<file path="src/logic/psrss_pkg.sv">
package psrss_pkg;
	// ------------------------------------------------------------
	// program store and instruction layout
	// ------------------------------------------------------------
	localparam int MAX_STEPS = 1024;
	localparam int STEP_W = 10;
	localparam int CAP_W = 11;
	localparam int INSN_W = 16;
	localparam int OP_MSB = 15;
	localparam int OP_LSB = 8;
	localparam logic [7:0] OP_END = 8'hf0;
	localparam logic [7:0] OP_FINAL_END_INSTRUCTION = 8'hf1;

	// ------------------------------------------------------------
	// terminal image sizes and timing
	// ------------------------------------------------------------
	localparam int NUM_X = 16;
	localparam int NUM_Y = 16;
	localparam int INIT_CLR_CYCLES = 8;
	localparam int INIT_CNT_W = 4;

	// ------------------------------------------------------------
	// operation circuit self-test pattern
	// ------------------------------------------------------------
	localparam logic [7:0] DIAG_A = 8'h5a;
	localparam logic [7:0] DIAG_B = 8'ha5;
	localparam logic [7:0] DIAG_SUM = 8'hff;

	// ------------------------------------------------------------
	// sequencer states
	// ------------------------------------------------------------
	typedef enum logic [2:0] {
		S_INIT_CLR,
		S_INIT_DIAG,
		S_STOP,
		S_REFRESH,
		S_EXEC,
		S_END_PROC,
		S_END_DIAG,
		S_FAULT
	} psrss_state_t;
endpackage : psrss_pkg

</file>
<file path="src/logic/psrss_seq.sv">
module psrss_seq #(
	parameter int NX = psrss_pkg::NUM_X,
	parameter int NY = psrss_pkg::NUM_Y
) (
	// clock, reset, enable
	input wire logic clk,
	input wire logic rstn,
	input wire logic en,
	// external terminals
	input wire logic runStopShort,
	input wire logic [NX-1:0] inPins,
	output logic [NY-1:0] outPins,
	output logic runLed,
	// controller settings and remote command
	input wire logic remoteStop,
	input wire logic restoreMode,
	input wire logic [psrss_pkg::CAP_W-1:0] progCapacity,
	// program memory
	output logic [psrss_pkg::STEP_W-1:0] progAddr,
	input wire logic [psrss_pkg::INSN_W-1:0] progData,
	// execution unit
	output logic stepStrobe,
	input wire logic yWrEn,
	input wire logic [$clog2(NY)-1:0] yWrIdx,
	input wire logic yWrVal,
	output logic [NX-1:0] inImage,
	// data memory and timer unit control, self-check fault flag
	output logic memClear,
	output logic dataWrAllow,
	output logic tcUpdate,
	output logic diagFault
);
	import psrss_pkg::*;

	psrss_state_t state, next_state;
	logic shortMeta, shortSync;
	logic [NX-1:0] inMeta, inSync;
	logic [STEP_W-1:0] next_progAddr;
	logic [INIT_CNT_W-1:0] initCnt, next_initCnt;
	logic [NY-1:0] yImage, next_yImage, savedY, next_savedY, next_outPins, yHit;
	logic [NX-1:0] next_inImage;
	logic next_runLed, runReq, isEnd, lastStep, diagStart, diagBusy, diagDone, diagPass;
	logic [CAP_W-1:0] capEff;

	// ------------------------------------------------------------
	// pin synchronisers
	// ------------------------------------------------------------
	always_ff @(posedge clk or negedge rstn) begin
		if (!rstn) begin
			shortMeta <= 1'b0;
			shortSync <= 1'b0;
			inMeta <= '0;
			inSync <= '0;
		end else if (en) begin
			shortMeta <= runStopShort;
			shortSync <= shortMeta;
			inMeta <= inPins;
			inSync <= inMeta;
		end
	end

	// ------------------------------------------------------------
	// decode helpers
	// ------------------------------------------------------------
	// remote stop is a level from this clock domain; it wins over a short
	assign runReq = shortSync && !remoteStop;
	// a single main program: no other program type to dispatch to
	assign isEnd = (progData[OP_MSB:OP_LSB] == OP_END) ||
		(progData[OP_MSB:OP_LSB] == OP_FINAL_END_INSTRUCTION);
	// capacity above the store size is clamped so fetch stays in range
	assign capEff = (progCapacity > CAP_W'(MAX_STEPS)) ? CAP_W'(MAX_STEPS) : progCapacity;
	assign lastStep = ({1'b0, progAddr} + CAP_W'(1)) >= capEff;
	assign stepStrobe = (state == S_EXEC);
	assign memClear = (state == S_INIT_CLR);
	assign dataWrAllow = (state == S_EXEC);
	assign tcUpdate = (state == S_END_PROC);
	assign diagStart = (state == S_INIT_DIAG) || (state == S_END_DIAG);

	// one write decoder per output bit
	genvar gi;
	generate
		for (gi = 0; gi < NY; gi++) begin : gYHit
			assign yHit[gi] = yWrEn && (yWrIdx == ($clog2(NY))'(gi));
		end
	endgenerate

	// ------------------------------------------------------------
	// sequencer next state
	// ------------------------------------------------------------
	always_comb begin
		next_state = state;
		next_progAddr = progAddr;
		next_initCnt = initCnt;
		next_yImage = yImage;
		next_savedY = savedY;
		next_outPins = outPins;
		next_inImage = inImage;
		case (state)
			S_INIT_CLR: begin
				// images already zero from reset; count out the memory clear
				next_initCnt = initCnt + INIT_CNT_W'(1);
				if (initCnt == INIT_CNT_W'(INIT_CLR_CYCLES - 1)) begin
					next_state = S_INIT_DIAG;
				end
			end
			S_INIT_DIAG: begin
				if (diagDone) begin
					if (!diagPass) begin
						next_state = S_FAULT;
					end else if (runReq) begin
						next_state = S_REFRESH;
					end else begin
						next_state = S_STOP;
					end
				end
			end
			S_STOP: begin
				// refresh keeps running so a tool can watch and test I/O
				next_inImage = inSync;
				next_yImage = yImage | yHit;
				next_yImage = next_yImage & ~(yHit & {NY{~yWrVal}});
				next_outPins = next_yImage;
				if (runReq) begin
					next_state = S_REFRESH;
					// restore mode clear leaves outputs off until the program sets them
					next_yImage = restoreMode ? savedY : '0;
				end
			end
			S_REFRESH: begin
				next_inImage = inSync;
				next_outPins = yImage;
				next_progAddr = '0;
				next_state = S_EXEC;
			end
			S_EXEC: begin
				if (!runReq) begin
					// save before clearing: both use this cycle's image
					next_savedY = yImage;
					next_yImage = '0;
					next_outPins = '0;
					next_state = S_STOP;
				end else begin
					next_yImage = yImage | yHit;
					next_yImage = next_yImage & ~(yHit & {NY{~yWrVal}});
					if (isEnd || lastStep) begin
						next_state = S_END_PROC;
					end else begin
						next_progAddr = progAddr + STEP_W'(1);
					end
				end
			end
			S_END_PROC: begin
				next_state = S_END_DIAG;
			end
			S_END_DIAG: begin
				if (diagDone) begin
					if (!diagPass) begin
						next_state = S_FAULT;
					end else if (runReq) begin
						next_state = S_REFRESH;
					end else begin
						next_savedY = yImage;
						next_yImage = '0;
						next_outPins = '0;
						next_state = S_STOP;
					end
				end
			end
			S_FAULT: begin
				// halted until reset; outputs held off
				next_outPins = '0;
				next_inImage = inSync;
			end
			default: begin
				next_state = S_FAULT;
			end
		endcase
		next_runLed = (next_state == S_REFRESH) || (next_state == S_EXEC) ||
			(next_state == S_END_PROC) || (next_state == S_END_DIAG);
	end

	// inputs and outputs start cleared; no pin value is loaded at reset
	always_ff @(posedge clk or negedge rstn) begin
		if (!rstn) begin
			state <= S_INIT_CLR;
			progAddr <= '0;
			initCnt <= '0;
			yImage <= '0;
			savedY <= '0;
			outPins <= '0;
			inImage <= '0;
			runLed <= 1'b0;
		end else if (en) begin
			state <= next_state;
			progAddr <= next_progAddr;
			initCnt <= next_initCnt;
			yImage <= next_yImage;
			savedY <= next_savedY;
			outPins <= next_outPins;
			inImage <= next_inImage;
			runLed <= next_runLed;
		end
	end

	// ------------------------------------------------------------
	// self-diagnostic unit
	// ------------------------------------------------------------
	psrss_diag uDiag (
		.clk(clk),
		.rstn(rstn),
		.en(en),
		.start(diagStart),
		.capacity(progCapacity),
		.busy(diagBusy),
		.done(diagDone),
		.pass(diagPass),
		.fault(diagFault)
	);

	// ------------------------------------------------------------
	// checks
	// ------------------------------------------------------------
	logic initDone;
	always_ff @(posedge clk or negedge rstn) begin
		if (!rstn) begin
			initDone <= 1'b0;
		end else if (en && state != S_INIT_CLR) begin
			initDone <= 1'b1;
		end
	end
endmodule : psrss_seq

</file>
<file path="src/logic/psrss_diag.sv">
module psrss_diag (
	// clock, reset and enable
	input wire logic clk,
	input wire logic rstn,
	input wire logic en,
	// request and configured capacity
	input wire logic start,
	input wire logic [psrss_pkg::CAP_W-1:0] capacity,
	// result
	output logic busy,
	output logic done,
	output logic pass,
	output logic fault
);
	import psrss_pkg::*;

	logic [7:0] sum;
	logic capOk;
	logic next_busy, next_done, next_pass, next_fault, next_capOk;
	logic [7:0] next_sum;

	// ------------------------------------------------------------
	// two-cycle check: launch, then compare
	// ------------------------------------------------------------
	// the adder result goes through a flop so the check exercises a real path
	always_comb begin
		next_busy = 1'b0;
		next_done = 1'b0;
		next_pass = pass;
		next_fault = fault;
		next_sum = sum;
		next_capOk = capOk;
		if (busy) begin
			next_done = 1'b1;
			next_pass = capOk && (sum == DIAG_SUM);
			next_fault = fault | ~next_pass; // sticky until reset
		end else if (start && !done) begin
			next_busy = 1'b1;
			next_sum = DIAG_A + DIAG_B;
			next_capOk = (capacity != '0) && (capacity <= CAP_W'(MAX_STEPS));
		end
	end

	always_ff @(posedge clk or negedge rstn) begin
		if (!rstn) begin
			busy <= 1'b0;
			done <= 1'b0;
			pass <= 1'b0;
			fault <= 1'b0;
			sum <= 8'h00;
			capOk <= 1'b0;
		end else if (en) begin
			busy <= next_busy;
			done <= next_done;
			pass <= next_pass;
			fault <= next_fault;
			sum <= next_sum;
			capOk <= next_capOk;
		end
	end
endmodule : psrss_diag

</file>
<file path="config.mk">
export PLATFORM = sky130hd
export DESIGN_NAME = psrss_seq
export DESIGN_NICKNAME = d
export VERILOG_FILES = /design/src/logic/psrss_pkg.sv /design/src/logic/psrss_seq.sv /design/src/logic/psrss_diag.sv
export SDC_FILE = /design/constraint.sdc
export NUM_CORES = 1
export LEC_CHECK = 0
export BUFFER_PORTS_ARGS = -buffer_cell sky130_fd_sc_hd__buf_2
export CORE_MARGIN = 2
export CORE_UTILIZATION = 51
export CTS_BUF_LIST = sky130_fd_sc_hd__clkbuf_4
export CTS_CLUSTER_SIZE = 30
export DETAILED_ROUTE_END_ITERATION = 10
export MAX_ROUTING_LAYER = met4
export PLACE_DENSITY = 0.86
export SKIP_CTS_REPAIR_TIMING = 1
export SLEW_MARGIN = 20
export SYNTH_ARGS = -nofsm -noshare
export SYNTH_HDL_FRONTEND = slang
export SYNTH_SLANG_ARGS = --single-unit
</file>
<file path="constraint.sdc">
create_clock -name clk -period 5.43 [get_ports clk]
set_input_delay 0 -clock clk [delete_from_list [all_inputs] [get_ports clk]]
set_output_delay 0 -clock clk [all_outputs]
set_load 0.005 [all_outputs]
</file>
==> results.yml, run 1 <==
routing:
  routed_via_density: 5.61
  wl_per_cell_um: 16.4
  drt-total-wl_um: 13200
  route.vias.total: 4531
  ant_nets: 0
  drc: 0
  firstDrtPassIters: 5
  drtIter0Drc: 370
power_and_ir_drop:
  leakage_nw: 3.25
  total_power_mw: 2.81
  p_per_area_nw_per_um2: 405
  vdd_drop_max_v: 0.000291
worst_setup_path:
  crit_top_cell: "ha_1"
  cp.required_ps: 5880
  worst_r2r_path_depth: 11
  worstPathCellList: "ha_1, nand3_1, nor2_1, xor2_1, ha_1, a21o_1, a221oi_1, o21ai_0, a21oi_2, nor2_2, mux2_2"
  cp-start-kind: "register"
  critPathCaptureType: "register"
  max_stage_delay_ps: 600
  critical_path.max_fanout: 15
  r2r_end: "progAddr[0]"
  arrival_ps: 4020
  cp_num_buf_inv: 0
  crit_family: "compound AO/OA/AOI/OAI gates"
  worst_path_max_delay_cell: "a21oi_2"
  rrSetupSlack_ps: 1860
  critical_path_class: "register to register"
  cp-startpoint: "progAddr[0]"
  r2r-start: "progAddr[0]"
synthesis:
  syn_area_per_cell_um2: 10.7
  post-synth-top-area-cell: "dfrtp_1"
  synth-seq-cells: 122
  async_reset_ff_share_pct: 100
  netlist_area_um2: 5870
  synth_edf_count: 0
  syn_inst: 546
  yosysSeqAreaShare_pct: 52.0
  syn-num-nets: 614
  synthDominantCellAreaShare_pct: 52.0
  synth_ff_type: "dfrtp_1"
  synth_area_leaders: "dfrtp_1 (52%), mux2_2 (13%), o21ai_0 (3.7%), nand2_1 (3.6%), nor2_1 (3.3%)"
  synthDistinctLibCells: 48
  yosysWarnings: 0
placed_design:
  port_buffers: 93
  pre_cts_ws_ps: 1930
  dp_cells: 755
  hpwl_um: 8850
  gp_congestion: 0.837
clocking:
  numCtsBuffers: 17
  clkSinkCount: 122
  cts_root_buffer: "clkbuf_4"
  clkLatencyLatePin_ps: 570
  path_clk_slew_ps: 120
  clockBufferDepth: 2
  h-tree-depth: 4
  cts_tree: "built"
run:
  cap_viol_max_count: 0
finish:
  drive_gt1_share_pct: 31.3
  fin_cells: 808
  final_common_cell: "dfrtp_1"
  layout_common_cells: "dfrtp_1 (122), buf_2 (92), mux2_2 (70)"
  fin_nets: 720
  n_antenna_cell: 0
  final_util_pct: 61.4
  synthToLayoutAreaGrowth_pct: 18.3
timing:
  rsz0062_at_grt: "false"
  fin_tns_setup_ps: 0
  period_minus_slack_ps: 3570
  setup_viol: 0
  maxClockFrequency_ghz: 0.280
  fin_crit_sh_pct: 65.8
  skew_ps: 17.5
  tightest_slew_ps: 847
  final-hold-violation-count: 0
  slew_violations: 0
  setup_ws_ps: 1860
  maxSlewHeadroom_pct: 43.4
floorplanning:
  rows: 39
  start_util_pct: 51.8
  core_um2: 11300
  die_h_um: 111
  die_w_um: 111
  io_pins: 103
  floorplan.die_area_um2: 12400
global_route:
  overflow: 0
  grt.total_usage_pct: 22.2
  grt_max_degree: 63
  grt_pass1_wl_um: 21300
  antenna_found_initial: 0
  grt_pass1_vias: 4466
status:
  status: "complete, no violations"
worst_hold_path:
  hp-class: "primary input to asynchronous set/reset pin"
## synthesized netlist by cell type (5+ instances only)
master / count
a21o_1: 5
a21oi_1: 37
a22o_1: 7
a31oi_1: 6
and3_1: 6
buf_2: 11
clkbuf_1: 14
dfrtp_1: 122
ha_1: 13
inv_1: 5
mux2_2: 70
mux2i_1: 16
nand2_1: 57
nand2b_1: 5
nand3_1: 12
nor2_1: 52
o21ai_0: 43
xnor2_1: 8
## metrics by stage
step	instance area, um^2	hold WS (ps)
3_5_place_dp	6390	117
6_report	6950	44.2
3_3_place_gp	6390	100
5_1_grt	6950	68.5
2_1_floorplan	5870	-296
4_1_cts	6730	-488
## routing by layer
| layer | vias to the layer above | routed length [um] | global-route usage [%] |
|---|---|---|---|
| met1 | 2203 | 5470 | 27.1 |
| met2 | 161 | 6690 | 34.9 |
| met5 | - | 0 | - |
| li1 | 2142 | - | - |
| met4 | 0 | 235 | 8.07 |
| met3 | 25 | 829 | 6.83 |
## sequential cells by signal, indices dropped and copies added (netlist names), 3 cells and up
signal,count
initCnt,4
progAddr,10
inImage,16
savedY,16
inMeta,16
yImage,16
state,3
inSync,16
outPins,16
## power breakdown
group | internal, mW | leakage [nW] | switching, mW
Combinational | 0.355 | 1.52 | 0.435
Clock | 0.374 | 0.168 | 0.380
Sequential | 1.10 | 1.56 | 0.165
Total | 1.83 | 3.25 | 0.981
## cells by family (layout without fill, tap and decap cells)
kind of cell             count (synthesis)  in the layout  share of synthesized area (%)
AND/OR/NAND/NOR                        165            165                           13.2
flip-flops                             122            122                           52.0
AO/OA/AOI/OAI                          112            112                           11.1
multiplexers                            86             86                           16.2
buffers and inverters                   36            155                           2.98
adder cells (fa/ha/maj)                 13             13                           2.77
XOR/XNOR                                12             12                           1.79
## final cells by class
class                           instances  area (um^2)
Timing Repair Buffer                  117          706
Sequential cell                       122         3050
Clock buffer                           17          128
Inverter                                6         22.5
Clock inverter                         15          214
Multi-Input combinational cell        388         2640
Tap cell                              143          179
Fill cell                             924         4380
## how the worst max path moves through the flow
stage                             end  slack (ps)  cells after the start
final                     progAddr[0]        1860                     11
after global routing      progAddr[0]        1570                     11
after CTS                 progAddr[0]        1900                     11
after detailed placement  progAddr[0]        1930                     11
after global placement    progAddr[0]        2040                     11
after floorplan           progAddr[0]        2690                     11
## worst register-to-register path: stages, from the launching register on
cell and delay [ps]:
dfrtp_1 460, ha_1 250, nand3_1 150, nor2_1 320
xor2_1 210, ha_1 270, a21o_1 180, a221oi_1 280
o21ai_0 220, a21oi_2 600, nor2_2 190, mux2_2 320
(Power assumes the default switching activity.)
==> run 2: changes to the inputs <==
--- a/config.mk
+++ b/config.mk
@@ -12,7 +12,7 @@
 export CTS_CLUSTER_SIZE = 30
 export DETAILED_ROUTE_END_ITERATION = 10
 export MAX_ROUTING_LAYER = met4
-export PLACE_DENSITY = 0.86
+export PLACE_DENSITY = 0.89
 export SKIP_CTS_REPAIR_TIMING = 1
 export SLEW_MARGIN = 20
 export SYNTH_ARGS = -nofsm -noshare
==> constraint.sdc (replaced) <==
create_clock -name clk -period 3.2 [get_ports clk]
set_input_delay 0 -clock clk [delete_from_list [all_inputs] [get_ports clk]]
set_output_delay 0 -clock clk [all_outputs]
set_load 0.005 [all_outputs]
==> results.yml, run 2 (synthesis gave the netlist of run 1 again) <==
status:
  status: "complete, no violations"
global_route:
  antenna_found_initial: 0
  grt_pass1_vias: 4500
  grt_max_degree: 71
  grt.total_usage_pct: 22.0
  grt_pass1_wl_um: 21300
  overflow: 0
timing:
  rsz0062_at_grt: "false"
  maxSlewHeadroom_pct: 44.2
  hold_ws_ps: 44.0
  fin_tns_setup_ps: 0
  period_minus_slack_ps: 2960
  skew_ps: 15.3
  tightest_slew_ps: 836
  maxClockFrequency_ghz: 0.338
  fin_crit_sh_pct: 92.4
  slew_violations: 0
  final-hold-violation-count: 0
  setup_viol: 0
worst_setup_path:
  r2r_end: "progAddr[2]"
  arrival_ps: 3380
  worst_r2r_path_depth: 12
  critical_path.max_fanout: 6
  cp.required_ps: 3620
  rrSetupSlack_ps: 240
  r2r-start: "progAddr[1]"
  critical_path_class: "register to register"
  cp-start-kind: "register"
  critPathCaptureType: "register"
routing:
  route.vias.total: 4519
  drc: 0
  ant_nets: 0
  wl_per_cell_um: 16.4
  drtIter0Drc: 380
  routed_via_density: 5.56
  drt-total-wl_um: 13400
  firstDrtPassIters: 5
clocking:
  clkSinkCount: 122
  numCtsBuffers: 17
  cts_tree: "built"
  clockBufferDepth: 2
  cts_root_buffer: "clkbuf_4"
  clkLatencyLatePin_ps: 530
  path_clk_slew_ps: 110
  h-tree-depth: 4
placed_design:
  port_buffers: 93
  gp_congestion: 0.870
  hpwl_um: 8810
  dp_cells: 761
  place_area_um2: 6440
finish:
  fin_nets: 725
  synthToLayoutAreaGrowth_pct: 18.2
  fin_cells: 813
  layout_common_cells: "dfrtp_1 (122), buf_2 (92), mux2_2 (70)"
  stdcell_area_um2: 6940
  final_common_cell: "dfrtp_1"
  drive_gt1_share_pct: 31.5
  n_antenna_cell: 0
power_and_ir_drop:
  vdd_drop_max_v: 0.000539
  leakage_nw: 3.25
  p_per_area_nw_per_um2: 668
  total_power_mw: 4.63
floorplanning:
  die_w_um: 111
  rows: 39
  floorplan.die_area_um2: 12400
  core_um2: 11300
  start_util_pct: 51.8
  die_h_um: 111
  io_pins: 103
worst_hold_path:
  hp-class: "primary input to asynchronous set/reset pin"
run:
  cap_viol_max_count: 0
-- run 2: per-layer routing --
| metal | part of all wire, % | vias to the layer above | routed length, um | track usage, % |
|---|---|---|---|---|
| li1 | - | 2141 | - | - |
| met1 | 41 | 2198 | 5530 | 27.2 |
| met2 | 50 | 159 | 6720 | 34.9 |
| met3 | 6.6 | 21 | 879 | 7.05 |
| met4 | 1.8 | 0 | 240 | 6.83 |
| met5 | 0 | - | 0 | - |
-- run 2: cell type report --
cell class | instances | area [um^2]
clock buffers | 18 | 135
flip-flops and latches | 122 | 3050
inverters | 6 | 22.5
fillers | 887 | 4380
clock inverters | 14 | 155
well taps | 143 | 179
repair buffers | 122 | 748
multi-input cells | 388 | 2640
-- run 2: through the flow --
| step | util, % | worst slack [ps] |
|---|---|---|
| floorplan | - | 462 |
| global placement | 56.9 | 315 |
| detailed placement | 56.9 | 241 |
| CTS | 59.5 | 211 |
| global route | 61.3 | 0.958 |
| finish | 61.3 | 243 |
-- run 2: worst max path at each step --
stage                startpoint          end  slack [ps]  cells past startpoint
CTS                 progAddr[1]  progAddr[2]         210                     12
floorplan           progAddr[0]  progAddr[0]         460                     11
detailed placement  progAddr[1]  progAddr[2]         240                     12
global route        progAddr[1]  progAddr[6]           1                     12
finish              progAddr[1]  progAddr[2]         240                     12
global placement    progAddr[1]  progAddr[2]         320                     12
-- run 2: report_power, final --
| part | leakage (nW) | internal, mW | switching (mW) | total, mW |
|---|---|---|---|---|
| combinational | 1.55 | 0.610 | 0.753 | 1.36 |
| clock | 0.145 | 0.538 | 0.584 | 1.12 |
| sequential | 1.56 | 1.87 | 0.277 | 2.15 |
-- run 2: critical path, stage by stage, from the launching register on --
cell and delay [ps]:
dfrtp_1 450, ha_1 250, nand3_1 170, nor2_2 240
xor2_1 180, ha_1 250, a21o_1 180, a221oi_1 290
o21ai_1 180, a21oi_2 210, buf_4 170, o32ai_1 70
a22o_1 210
